**src/logic/ccp_pkg.sv**
```systemverilog
// Purpose: shared constants and state types of the capture/compare/pwm block
// Assumes: classic wishbone, 32-bit data, registers in byte lane 0
// Notes: one word per register, bits above 7 read as zero
package ccp_pkg;

  // number of capture/compare/pwm units
  localparam int NUM_UNITS = 4;

  // register byte offsets inside one unit window
  localparam logic [7:0] OFF_CONTROL = 8'h00;
  localparam logic [7:0] OFF_CAPSEL = 8'h04;
  localparam logic [7:0] OFF_LOW = 8'h08;
  localparam logic [7:0] OFF_HIGH = 8'h0C;
  // distance between unit windows
  localparam logic [7:0] UNIT_STRIDE = 8'h10;
  // shared timer choice register
  localparam logic [7:0] OFF_TMAP = 8'h40;

  // control field positions
  localparam int BIT_ON = 7;
  localparam int BIT_OUT = 5;
  localparam int BIT_FMT = 4;

  // function select codes
  localparam logic [3:0] MODE_OFF = 4'h0;
  localparam logic [3:0] MODE_TGL_CLR = 4'h1;
  localparam logic [3:0] MODE_TGL = 4'h2;
  localparam logic [3:0] MODE_CAP_ANY = 4'h3;
  localparam logic [3:0] MODE_CAP_FALL = 4'h4;
  localparam logic [3:0] MODE_CAP_RISE = 4'h5;
  localparam logic [3:0] MODE_CAP_4 = 4'h6;
  localparam logic [3:0] MODE_CAP_16 = 4'h7;
  localparam logic [3:0] MODE_SET = 4'h8;
  localparam logic [3:0] MODE_CLR = 4'h9;
  localparam logic [3:0] MODE_PULSE = 4'hA;
  localparam logic [3:0] MODE_PULSE_CLR = 4'hB;
  localparam logic [3:0] MODE_PWM = 4'hF;

  // highest defined capture source code
  localparam logic [3:0] CAPSEL_MAX = 4'h8;
  // last count of the edge prescalers
  localparam logic [3:0] PRESC_4_LAST = 4'h3;
  localparam logic [3:0] PRESC_16_LAST = 4'hF;

  // values after reset
  localparam logic [7:0] VALUE_RST = 8'h00;
  localparam logic [3:0] CAPSEL_RST = 4'h0;
  localparam logic [3:0] MODE_RST = 4'h0;
  localparam logic [7:0] TMAP_RST = 8'h55;
  localparam logic [9:0] DUTY_RST = 10'h000;
  localparam logic [3:0] CNT_RST = 4'h0;

  // per unit state
  typedef struct packed {
    logic on;            // module_on
    logic fmt;           // width_alignment
    logic [3:0] mode;    // function_select
    logic out;           // output_level
    logic [3:0] capsel;  // capture_source_select
    logic [7:0] lo;      // value_low_byte
    logic [7:0] hi;      // value_high_byte
    logic [9:0] duty;    // internal duty buffer
    logic [3:0] cnt;     // capture edge prescaler
    logic cap_prev;      // last capture input sample
    logic match_prev;    // last compare match
    logic pulse;         // pulse 0-1-0 in progress
  } ccp_unit_t;

  // whole block state
  typedef struct packed {
    ccp_unit_t [NUM_UNITS-1:0] unit;
    logic [7:0] tmap;             // timer_choice fields
    logic ack;                    // wishbone acknowledge
    logic [31:0] rdata;           // read data
    logic [NUM_UNITS-1:0] evt;    // event_flag pulses
    logic [3:0] clr;              // capture timer clear pulses
    logic adc;                    // conversion start pulse
  } ccp_state_t;

endpackage

```
**src/logic/ccp_top.sv**
```systemverilog
// Purpose: register layer and mode logic of four capture/compare/pwm units
// Assumes: all side inputs synchronous to clk_i; timers live outside
// Notes: capture timers 0,1,3,5 and period timers 2,4,6 are ports
//
// Overview of operation
// - pwm timing follows the system clock
// - reset restores registers, pins become inputs
// - bit 7 enables unit, bit 6 zero
// - bit 5 shows output, read-only
// - bit 4 picks pwm alignment only
// - code 1111 pwm, 1100-1110 reserved
// - 1011 pulse and clear, 1010 pulse
// - 1001 drives low, 1000 drives high
// - capture codes 0011 to 0111 edges
// - 0010 toggles, 0001 toggles and clears
// - code 0000 turns off and resets
// - events set flag and start conversion
// - capture source select, upper bits zero
// - low byte captures or compares low
// - high byte captures or compares high
// - right aligned width layout
// - left aligned width layout
// - two timer_choice bits per unit
// - timer_choice code selects timers
// - duty buffer loads on period match
//
// The implementer's own choices: the placing of the registers and the Wishbone slave port.
`timescale 1ns/10ps
module ccp_top #(
  parameter int AW = 8  // wishbone byte address width
) (
  input wire logic clk_i,
  input wire logic rst_i,
  // wishbone classic slave
  input wire logic wb_cyc_i,
  input wire logic wb_stb_i,
  input wire logic wb_we_i,
  input wire logic [AW-1:0] wb_adr_i,
  input wire logic [3:0] wb_sel_i,
  input wire logic [31:0] wb_dat_i,
  output logic [31:0] wb_dat_o,
  output logic wb_ack_o,
  // capture timer values: timer0, timer1, timer3, timer5
  input wire logic [3:0][15:0] capture_timer_i,
  // period timer time base and match: timer2, timer4, timer6
  input wire logic [2:0][9:0] period_base_i,
  input wire logic [2:0] period_match_i,
  // capture sources
  input wire logic [ccp_pkg::NUM_UNITS-1:0] remap_pin_i,
  input wire logic [1:0] comparator_output_i,
  input wire logic oscillator_input_i,
  input wire logic pin_change_event_i,
  input wire logic [3:0] logic_cell_output_i,
  // converter trigger routing
  input wire logic adc_trigger_en_i,
  input wire logic [1:0] adc_trigger_unit_i,
  // unit outputs
  output logic [ccp_pkg::NUM_UNITS-1:0] pin_o,
  output logic [ccp_pkg::NUM_UNITS-1:0] pin_oe_o,
  output logic [ccp_pkg::NUM_UNITS-1:0] event_flag_o,
  output logic [3:0] clear_timer_o,
  output logic adc_start_o
);

  // current and next state
  ccp_pkg::ccp_state_t q;
  ccp_pkg::ccp_state_t d;

  // capture source mux; reserved codes read as low
  function automatic logic cap_source(
    input logic [3:0] sel,
    input logic pin,
    input logic [1:0] cmp,
    input logic osc,
    input logic ioc,
    input logic [3:0] lc
  );
    logic r;
    r = 1'b0;
    unique case (sel)
      4'h0: r = pin;
      4'h1: r = cmp[0];
      4'h2: r = cmp[1];
      4'h3: r = osc;
      4'h4: r = ioc;
      4'h5: r = lc[0];
      4'h6: r = lc[1];
      4'h7: r = lc[2];
      4'h8: r = lc[3];
      default: r = 1'b0;
    endcase
    return r;
  endfunction

  // period timer index for a timer_choice code
  function automatic logic [1:0] period_index(input logic [1:0] tsel);
    logic [1:0] r;
    r = 2'h0;
    unique case (tsel)
      2'h0: r = 2'h0; // timer2
      2'h1: r = 2'h0; // timer2
      2'h2: r = 2'h1; // timer4
      2'h3: r = 2'h2; // timer6
    endcase
    return r;
  endfunction

  // compare modes drive the pin from the match logic
  function automatic logic is_compare(input logic [3:0] m);
    return (m == ccp_pkg::MODE_TGL_CLR) || (m == ccp_pkg::MODE_TGL) ||
           ((m >= ccp_pkg::MODE_SET) && (m <= ccp_pkg::MODE_PULSE_CLR));
  endfunction

  // capture modes sample the timer on input edges
  function automatic logic is_capture(input logic [3:0] m);
    return (m >= ccp_pkg::MODE_CAP_ANY) && (m <= ccp_pkg::MODE_CAP_16);
  endfunction

  // next state: bus access, then unit logic per unit
  always_comb begin
    logic req;
    logic [5:0] word;
    logic [1:0] uidx;
    logic [1:0] ridx;
    logic hit_unit;
    logic hit_tmap;
    logic [31:0] rd;
    logic [1:0] tsel;
    logic [1:0] pidx;
    logic [15:0] ct;
    logic cin;
    logic rise;
    logic fall;
    logic take;
    logic match;
    logic [9:0] width;
    ccp_pkg::ccp_unit_t u;
    req = 1'b0;
    word = 6'h00;
    uidx = 2'h0;
    ridx = 2'h0;
    hit_unit = 1'b0;
    hit_tmap = 1'b0;
    rd = 32'h0000_0000;
    tsel = 2'h0;
    pidx = 2'h0;
    ct = 16'h0000;
    cin = 1'b0;
    rise = 1'b0;
    fall = 1'b0;
    take = 1'b0;
    match = 1'b0;
    width = 10'h000;
    u = q.unit[0];
    d = q;
    // event, clear and conversion outputs are one-cycle pulses
    d.evt = '0;
    d.clr = '0;
    d.adc = 1'b0;

    // single cycle answer; ack drops in the cycle after it was given
    req = wb_cyc_i && wb_stb_i && !q.ack;
    d.ack = req;
    word = wb_adr_i[7:2];
    // unit windows are 16 bytes apart, so address bits 5:4 pick the unit
    uidx = word[3:2];
    ridx = word[1:0];
    hit_unit = (wb_adr_i[AW-1:6] == '0);
    hit_tmap = (wb_adr_i[7:0] == ccp_pkg::OFF_TMAP);

    // read mux; unmapped words answer zero
    if (hit_unit) begin
      u = q.unit[uidx];
      unique case ({ridx, 2'b00})
        ccp_pkg::OFF_CONTROL[3:0]: begin
          rd[7:0] = {u.on, 1'b0, u.out, u.fmt, u.mode};
        end
        ccp_pkg::OFF_CAPSEL[3:0]: begin
          rd[7:0] = {4'h0, u.capsel};
        end
        ccp_pkg::OFF_LOW[3:0]: begin
          rd[7:0] = u.lo;
        end
        ccp_pkg::OFF_HIGH[3:0]: begin
          rd[7:0] = u.hi;
        end
        default: begin
          rd = 32'h0000_0000;
        end
      endcase
    end else if (hit_tmap) begin
      rd[7:0] = q.tmap;
    end
    if (req && !wb_we_i) begin
      d.rdata = rd;
    end

    // writes land on the edge that raises ack
    if (req && wb_we_i && wb_sel_i[0]) begin
      if (hit_unit) begin
        unique case ({ridx, 2'b00})
          ccp_pkg::OFF_CONTROL[3:0]: begin
            // output level and bit 6 ignore writes
            d.unit[uidx].on = wb_dat_i[ccp_pkg::BIT_ON];
            // alignment is stored in every mode but only read by pwm
            d.unit[uidx].fmt = wb_dat_i[ccp_pkg::BIT_FMT];
            d.unit[uidx].mode = wb_dat_i[3:0];
          end
          ccp_pkg::OFF_CAPSEL[3:0]: begin
            d.unit[uidx].capsel = wb_dat_i[3:0];
          end
          ccp_pkg::OFF_LOW[3:0]: begin
            d.unit[uidx].lo = wb_dat_i[7:0];
          end
          ccp_pkg::OFF_HIGH[3:0]: begin
            d.unit[uidx].hi = wb_dat_i[7:0];
          end
          default: begin
            d.unit[uidx].hi = q.unit[uidx].hi;
          end
        endcase
      end else if (hit_tmap) begin
        d.tmap = wb_dat_i[7:0];
      end
    end

    // unit logic; hardware capture wins over a same-cycle write
    for (int i = 0; i < ccp_pkg::NUM_UNITS; i++) begin
      u = q.unit[i];
      tsel = q.tmap[2*i +: 2];
      pidx = period_index(tsel);
      ct = capture_timer_i[tsel];
      cin = cap_source(u.capsel, remap_pin_i[i], comparator_output_i,
                       oscillator_input_i, pin_change_event_i,
                       logic_cell_output_i);
      rise = cin && !u.cap_prev;
      fall = !cin && u.cap_prev;
      match = (ct == {u.hi, u.lo});
      d.unit[i].cap_prev = cin;
      // width layout by alignment bit
      if (u.fmt) begin
        width = {u.hi, u.lo[7:6]};
      end else begin
        width = {u.hi[1:0], u.lo};
      end

      if (u.mode == ccp_pkg::MODE_OFF) begin
        // off: internal state back to idle
        d.unit[i].out = 1'b0;
        d.unit[i].cnt = ccp_pkg::CNT_RST;
        d.unit[i].pulse = 1'b0;
        d.unit[i].match_prev = 1'b0;
      end else if (!u.on) begin
        // disabled: hold state but clear match memory, no events
        d.unit[i].match_prev = 1'b0;
      end else if (is_capture(u.mode)) begin
        take = 1'b0;
        unique case (u.mode)
          ccp_pkg::MODE_CAP_ANY: take = rise || fall;
          ccp_pkg::MODE_CAP_FALL: take = fall;
          ccp_pkg::MODE_CAP_RISE: take = rise;
          ccp_pkg::MODE_CAP_4: begin
            take = rise && (u.cnt >= ccp_pkg::PRESC_4_LAST);
          end
          ccp_pkg::MODE_CAP_16: begin
            take = rise && (u.cnt == ccp_pkg::PRESC_16_LAST);
          end
          default: take = 1'b0;
        endcase
        // prescaler counts rising edges, restarts after a capture
        if (take) begin
          d.unit[i].cnt = ccp_pkg::CNT_RST;
        end else if (rise) begin
          d.unit[i].cnt = u.cnt + 4'h1;
        end
        if (take) begin
          d.unit[i].lo = ct[7:0];
          d.unit[i].hi = ct[15:8];
          // flag pulse is the unit's event for software and converter
          d.evt[i] = 1'b1;
        end
      end else if (is_compare(u.mode)) begin
        // act once on the first cycle of a match
        d.unit[i].match_prev = match;
        if (u.pulse) begin
          d.unit[i].out = 1'b0;
          d.unit[i].pulse = 1'b0;
        end
        if (match && !u.match_prev) begin
          // a match held over several cycles raises one event only
          d.evt[i] = 1'b1;
          unique case (u.mode)
            ccp_pkg::MODE_SET: d.unit[i].out = 1'b1;
            ccp_pkg::MODE_CLR: d.unit[i].out = 1'b0;
            ccp_pkg::MODE_PULSE: begin
              d.unit[i].out = 1'b1;
              d.unit[i].pulse = 1'b1;
            end
            ccp_pkg::MODE_PULSE_CLR: begin
              d.unit[i].out = 1'b1;
              d.unit[i].pulse = 1'b1;
              d.clr[tsel] = 1'b1;
            end
            ccp_pkg::MODE_TGL: d.unit[i].out = !u.out;
            ccp_pkg::MODE_TGL_CLR: begin
              d.unit[i].out = !u.out;
              d.clr[tsel] = 1'b1;
            end
            default: d.unit[i].out = u.out;
          endcase
        end
      end else if (u.mode == ccp_pkg::MODE_PWM) begin
        // time base counts system clocks, so rate tracks the clock
        if (period_match_i[pidx]) begin
          d.unit[i].duty = width;
          d.unit[i].out = (width != 10'h000);
          // period start counts as the pwm event
          d.evt[i] = 1'b1;
        end else if (period_base_i[pidx] == u.duty) begin
          d.unit[i].out = 1'b0;
        end
      end
      // reserved codes 1100-1110 leave the unit idle
    end

    // converter start follows the chosen unit's event
    d.adc = adc_trigger_en_i && d.evt[adc_trigger_unit_i];
  end

  // state register, synchronous reset
  always_ff @(posedge clk_i) begin
    if (rst_i) begin
      for (int i = 0; i < ccp_pkg::NUM_UNITS; i++) begin
        q.unit[i].on <= 1'b0;
        q.unit[i].fmt <= 1'b0;
        q.unit[i].mode <= ccp_pkg::MODE_RST;
        q.unit[i].out <= 1'b0;
        q.unit[i].capsel <= ccp_pkg::CAPSEL_RST;
        q.unit[i].lo <= ccp_pkg::VALUE_RST;
        q.unit[i].hi <= ccp_pkg::VALUE_RST;
        q.unit[i].duty <= ccp_pkg::DUTY_RST;
        q.unit[i].cnt <= ccp_pkg::CNT_RST;
        q.unit[i].cap_prev <= 1'b0;
        q.unit[i].match_prev <= 1'b0;
        q.unit[i].pulse <= 1'b0;
      end
      q.tmap <= ccp_pkg::TMAP_RST;
      q.ack <= 1'b0;
      q.rdata <= 32'h0000_0000;
      // no pulse survives a reset
      q.evt <= '0;
      q.clr <= 4'h0;
      q.adc <= 1'b0;
    end else begin
      q <= d;
    end
  end

  // outputs straight from state
  assign wb_ack_o = q.ack;
  assign wb_dat_o = q.rdata;
  assign event_flag_o = q.evt;
  assign clear_timer_o = q.clr;
  assign adc_start_o = q.adc;

  // pin drive only in enabled compare or pwm modes
  for (genvar g = 0; g < ccp_pkg::NUM_UNITS; g++) begin : g_pin
    assign pin_o[g] = q.unit[g].out;
    assign pin_oe_o[g] = q.unit[g].on &&
        (is_compare(q.unit[g].mode) ||
         (q.unit[g].mode == ccp_pkg::MODE_PWM));
  end

endmodule

```
**config.mk**
```make
export PLATFORM = sky130hd
export DESIGN_NAME = ccp_top
export DESIGN_NICKNAME = d
export VERILOG_FILES = /design/src/logic/ccp_pkg.sv /design/src/logic/ccp_top.sv
export SDC_FILE = /design/constraint.sdc
export NUM_CORES = 1
export LEC_CHECK = 0
export BUFFER_PORTS_ARGS = -buffer_cell sky130_fd_sc_hd__buf_4
export CAP_MARGIN = 0
export CORE_MARGIN = 10
export CORE_UTILIZATION = 40
export CTS_CLUSTER_SIZE = 12
export DETAILED_ROUTE_END_ITERATION = 6
export SYNTH_ARGS = -nofsm -noshare
export SYNTH_HDL_FRONTEND = slang
export SYNTH_SLANG_ARGS = --single-unit
export TNS_END_PERCENT = 20
```
**constraint.sdc**
```tcl
create_clock -name clk_i -period 6.9 [get_ports clk_i]
set_clock_uncertainty 0.15 [all_clocks]
set_input_delay 1.035 -clock clk_i [delete_from_list [all_inputs] [get_ports clk_i]]
set_output_delay 1.035 -clock clk_i [all_outputs]
set_load 0.02 [all_outputs]
```
==> results.tsv <==
metric	value	unit
Port Buffers	159	
Mapped Area	0.0149	mm²
# hold bufs at CTS	0	
multiplexer area fraction after synthesis	27.5	%
gp weighted congestion	0.960	
Via Count	13422	
Worst Path Required	7.21	ns
# clock sinks	202	
setup_tns	0	ns
CTS HTree Levels	1	
Routed Antenna Nets	0	
pin count of the biggest net entering global routing	93	
Tmin final	4.14	ns
Via density	6.11	
number of enable flip-flop cells after synthesis	0	
Top FF cell, synth	dfxtp_1	
Power Density	166	mW/mm²
Top Family by Delay on Critical Path	simple AND/OR/NAND/NOR gates	
filler instances	3518	
CP peak stage delay	0.72	ns
Post-Synth XOR/XNOR Area	7.10	%
antenna violations before repair	0	
Worst-Skew Late Latency	0.55	ns
peak fanout along the critical path	18	
Final Hold Vio Count	0	
Slew Limit Fails	0	
Worst Path Buf+Inv	1	
Core Util, Final	45.9	%
worst vdd ir	0.000138	V
status	completed	
yosys warns	0	
Post-CTS Setup Inserts	0	
total global routing overflow	0	
FFs w/ async S/R, synth	0	%
Detailed Route WL	54900	µm
Cell variety after synth	69	
CP max-delay cell	nor4_2	
Final Setup Violations	0	
Arr. time, crit path	4.44	ns
main combinational cell family by area after synthesis	multiplexers	
CTS buffer count	25	
Final Net Count	1885	
post-route clock period utilization	59.9	%
max frequency	0.242	GHz
die area	0.0455	mm²
Rows	70	
Residual DRC	0	
I/O Pins	211	
cells along the critical path	buf_4, mux4_2, xnor2_1, nand4_1, nor4_2, nand2b_1, or4b_1, a21oi_1	
Synth Area in Adders	1.01	%
Crit. End Element	register	
gr usage total	23.3	%
hpwl dp	41700	µm
share of cells above drive strength 1	20.8	%
Avg Synthesized Cell Area	8.95	µm²
Clock Tree Buf Depth	3	
CP Launch Type	register	
post-synthesis register bit count	202	
DIE WIDTH	213	µm
Iter 0 DRT Violations	1231	
post-synthesis simple-gate area fraction	17.8	%
measured slew at the worst slew-check pin	1.19	ns
Synth Instances	1668	
WL per Instance	25.0	µm
1st-pass router iterations	5	
CTS tree	done	
Synth Area in Compound Gates	12.7	%
# resized after CTS	0	
root buf cell	clkbuf_16	
kind of critical path	reg -> reg	
Initial Utilization	40.7	%
synthesis-to-finish area growth	12.9	%
first-pass GRT wire length	80900	µm
vias in the first global route	12746	
Slew HR	20.3	%
MaxCap Viol Count	0	
RSZ-0062 raised after global routing	false	
sequential-to-total area share from yosys stat	27.1	%
Core Area	0.0367	mm²
die outline height	213	µm
Worst-path clk slew	0.06	ns
leakage	6.08	nW
Hold Path Class	reg -> reg	
[cell families (layout without fill, tap and decap cells)]
kind of cell,count (synthesis),after routing
simple gates,558,558
compound gates,283,283
mux,282,282
buf+inv,209,247
flops,202,202
xor+xnor,121,121
fa+ha+maj,12,12
other cells,1,25
[final cells by class]
cell class | count | area, µm² | share of cell area (%)
Antenna cell | 1 | 2.50 | 0.0148
Timing Repair Buffer | 178 | 1340 | 7.95
Tap cell | 468 | 586 | 3.47
Sequential cell | 202 | 4050 | 24.0
Inverter | 25 | 93.8 | 0.557
Clock inverter | 7 | 66.3 | 0.393
Multi-Input combinational cell | 1280 | 9980 | 59.2
Clock buffer | 37 | 741 | 4.39
[layer usage]
| layer | vias to the layer above | global-route usage [%] | wire, µm |
|---|---|---|---|
| met5 | - | 0 | 0 |
| met4 | 0 | 7.85 | 1910 |
| met3 | 81 | 4.28 | 4440 |
| met2 | 574 | 36.7 | 24900 |
| met1 | 6582 | 31.5 | 23600 |
| li1 | 6185 | - | - |
[synthesized netlist by cell type, types with 5 or more instances]
master	n	area (µm²)
nor2_1	241	905
dfxtp_1	202	4040
mux2i_1	164	1640
clkbuf_1	104	390
mux4_2	100	2250
nand2_1	93	349
a21oi_1	91	455
xnor2_1	84	736
a211oi_1	76	571
nand3_1	58	290
buf_4	44	330
xor2_1	37	324
nand4_1	28	175
o21ai_0	27	135
nor3_1	26	130
a311oi_1	25	219
inv_1	25	93.8
nor4_1	20	125
mux2_2	17	191
buf_1	16	60.1
buf_2	15	75.1
nor3b_1	15	113
and3_1	12	75.1
ha_1	12	150
nand2b_1	9	56.3
nor2b_1	9	56.3
a22oi_1	8	60.1
a31oi_1	8	50.1
and2_1	7	43.8
a211o_1	6	52.6
or4_1	6	45.0
buf_6	5	56.3
nor4b_1	5	43.8
[report_power, final]
part / switching (mW) / internal [mW]
Clock: 0.533 / 0.775
Sequential: 0.00344 / 1.17
Combinational: 0.174 / 0.137
[through the flow]
stage	worst slack [ns]	power (mW)	instances	area, µm²	hold slack [ns]
2_1_floorplan	3.16	1.38	1691	15000	0.300
3_3_place_gp	2.64	1.50	2153	16100	0.310
3_5_place_dp	2.58	1.51	2153	16100	0.330
4_1_cts	2.80	2.81	2197	16900	0.340
5_1_grt	2.68	2.87	2197	16900	0.376
6_report	2.76	2.79	2198	16900	0.343
[final timing paths]
kind / start / end / slack, ns / cells after the start
min: q[50]$_SDFF_PP0_ / q[50]$_SDFF_PP0_ / 0.34 / 2
max: q[42]$_SDFFE_PP1P_ / q[50]$_SDFF_PP0_ / 2.76 / 8
max reg2reg: q[42]$_SDFFE_PP1P_ / q[50]$_SDFF_PP0_ / 2.76 / 8
min reg2reg: q[50]$_SDFF_PP0_ / q[50]$_SDFF_PP0_ / 0.34 / 2
[cells in the final DEF, fill, tap and decap left out, types with 12 or more instances in the layout]
| cell | netlist | layout |
|---|---|---|
| conb_1 | 1 | 24 |
| buf_4 | 44 | 177 |
| clkbuf_16 | 0 | 25 |
| mux2_2 | 17 | 17 |
| dfxtp_1 | 202 | 194 |
| ha_1 | 12 | 12 |
| mux4_2 | 100 | 100 |
| o21ai_0 | 27 | 27 |
| a211oi_1 | 76 | 76 |
| nor4_1 | 20 | 20 |
| nand3_1 | 58 | 58 |
| nor3_1 | 26 | 25 |
| inv_1 | 25 | 25 |
| nand4_1 | 28 | 28 |
| xnor2_1 | 84 | 84 |
| mux2i_1 | 164 | 164 |
| nand2_1 | 93 | 93 |
| nor2_1 | 241 | 241 |
| a21oi_1 | 91 | 91 |
| and3_1 | 12 | 12 |
| xor2_1 | 37 | 37 |
| nor3b_1 | 15 | 14 |
| a311oi_1 | 25 | 25 |
[worst reg2reg max path: stages (launching register included)]
cell      delay (ns)
dfxtp_2         0.68
buf_4           0.45
mux4_2          0.61
xnor2_1         0.28
nand4_1         0.17
nor4_2          0.72
nand2b_1        0.31
or4b_1          0.52
a21oi_1         0.16
Power figures use the tool's default switching activity.
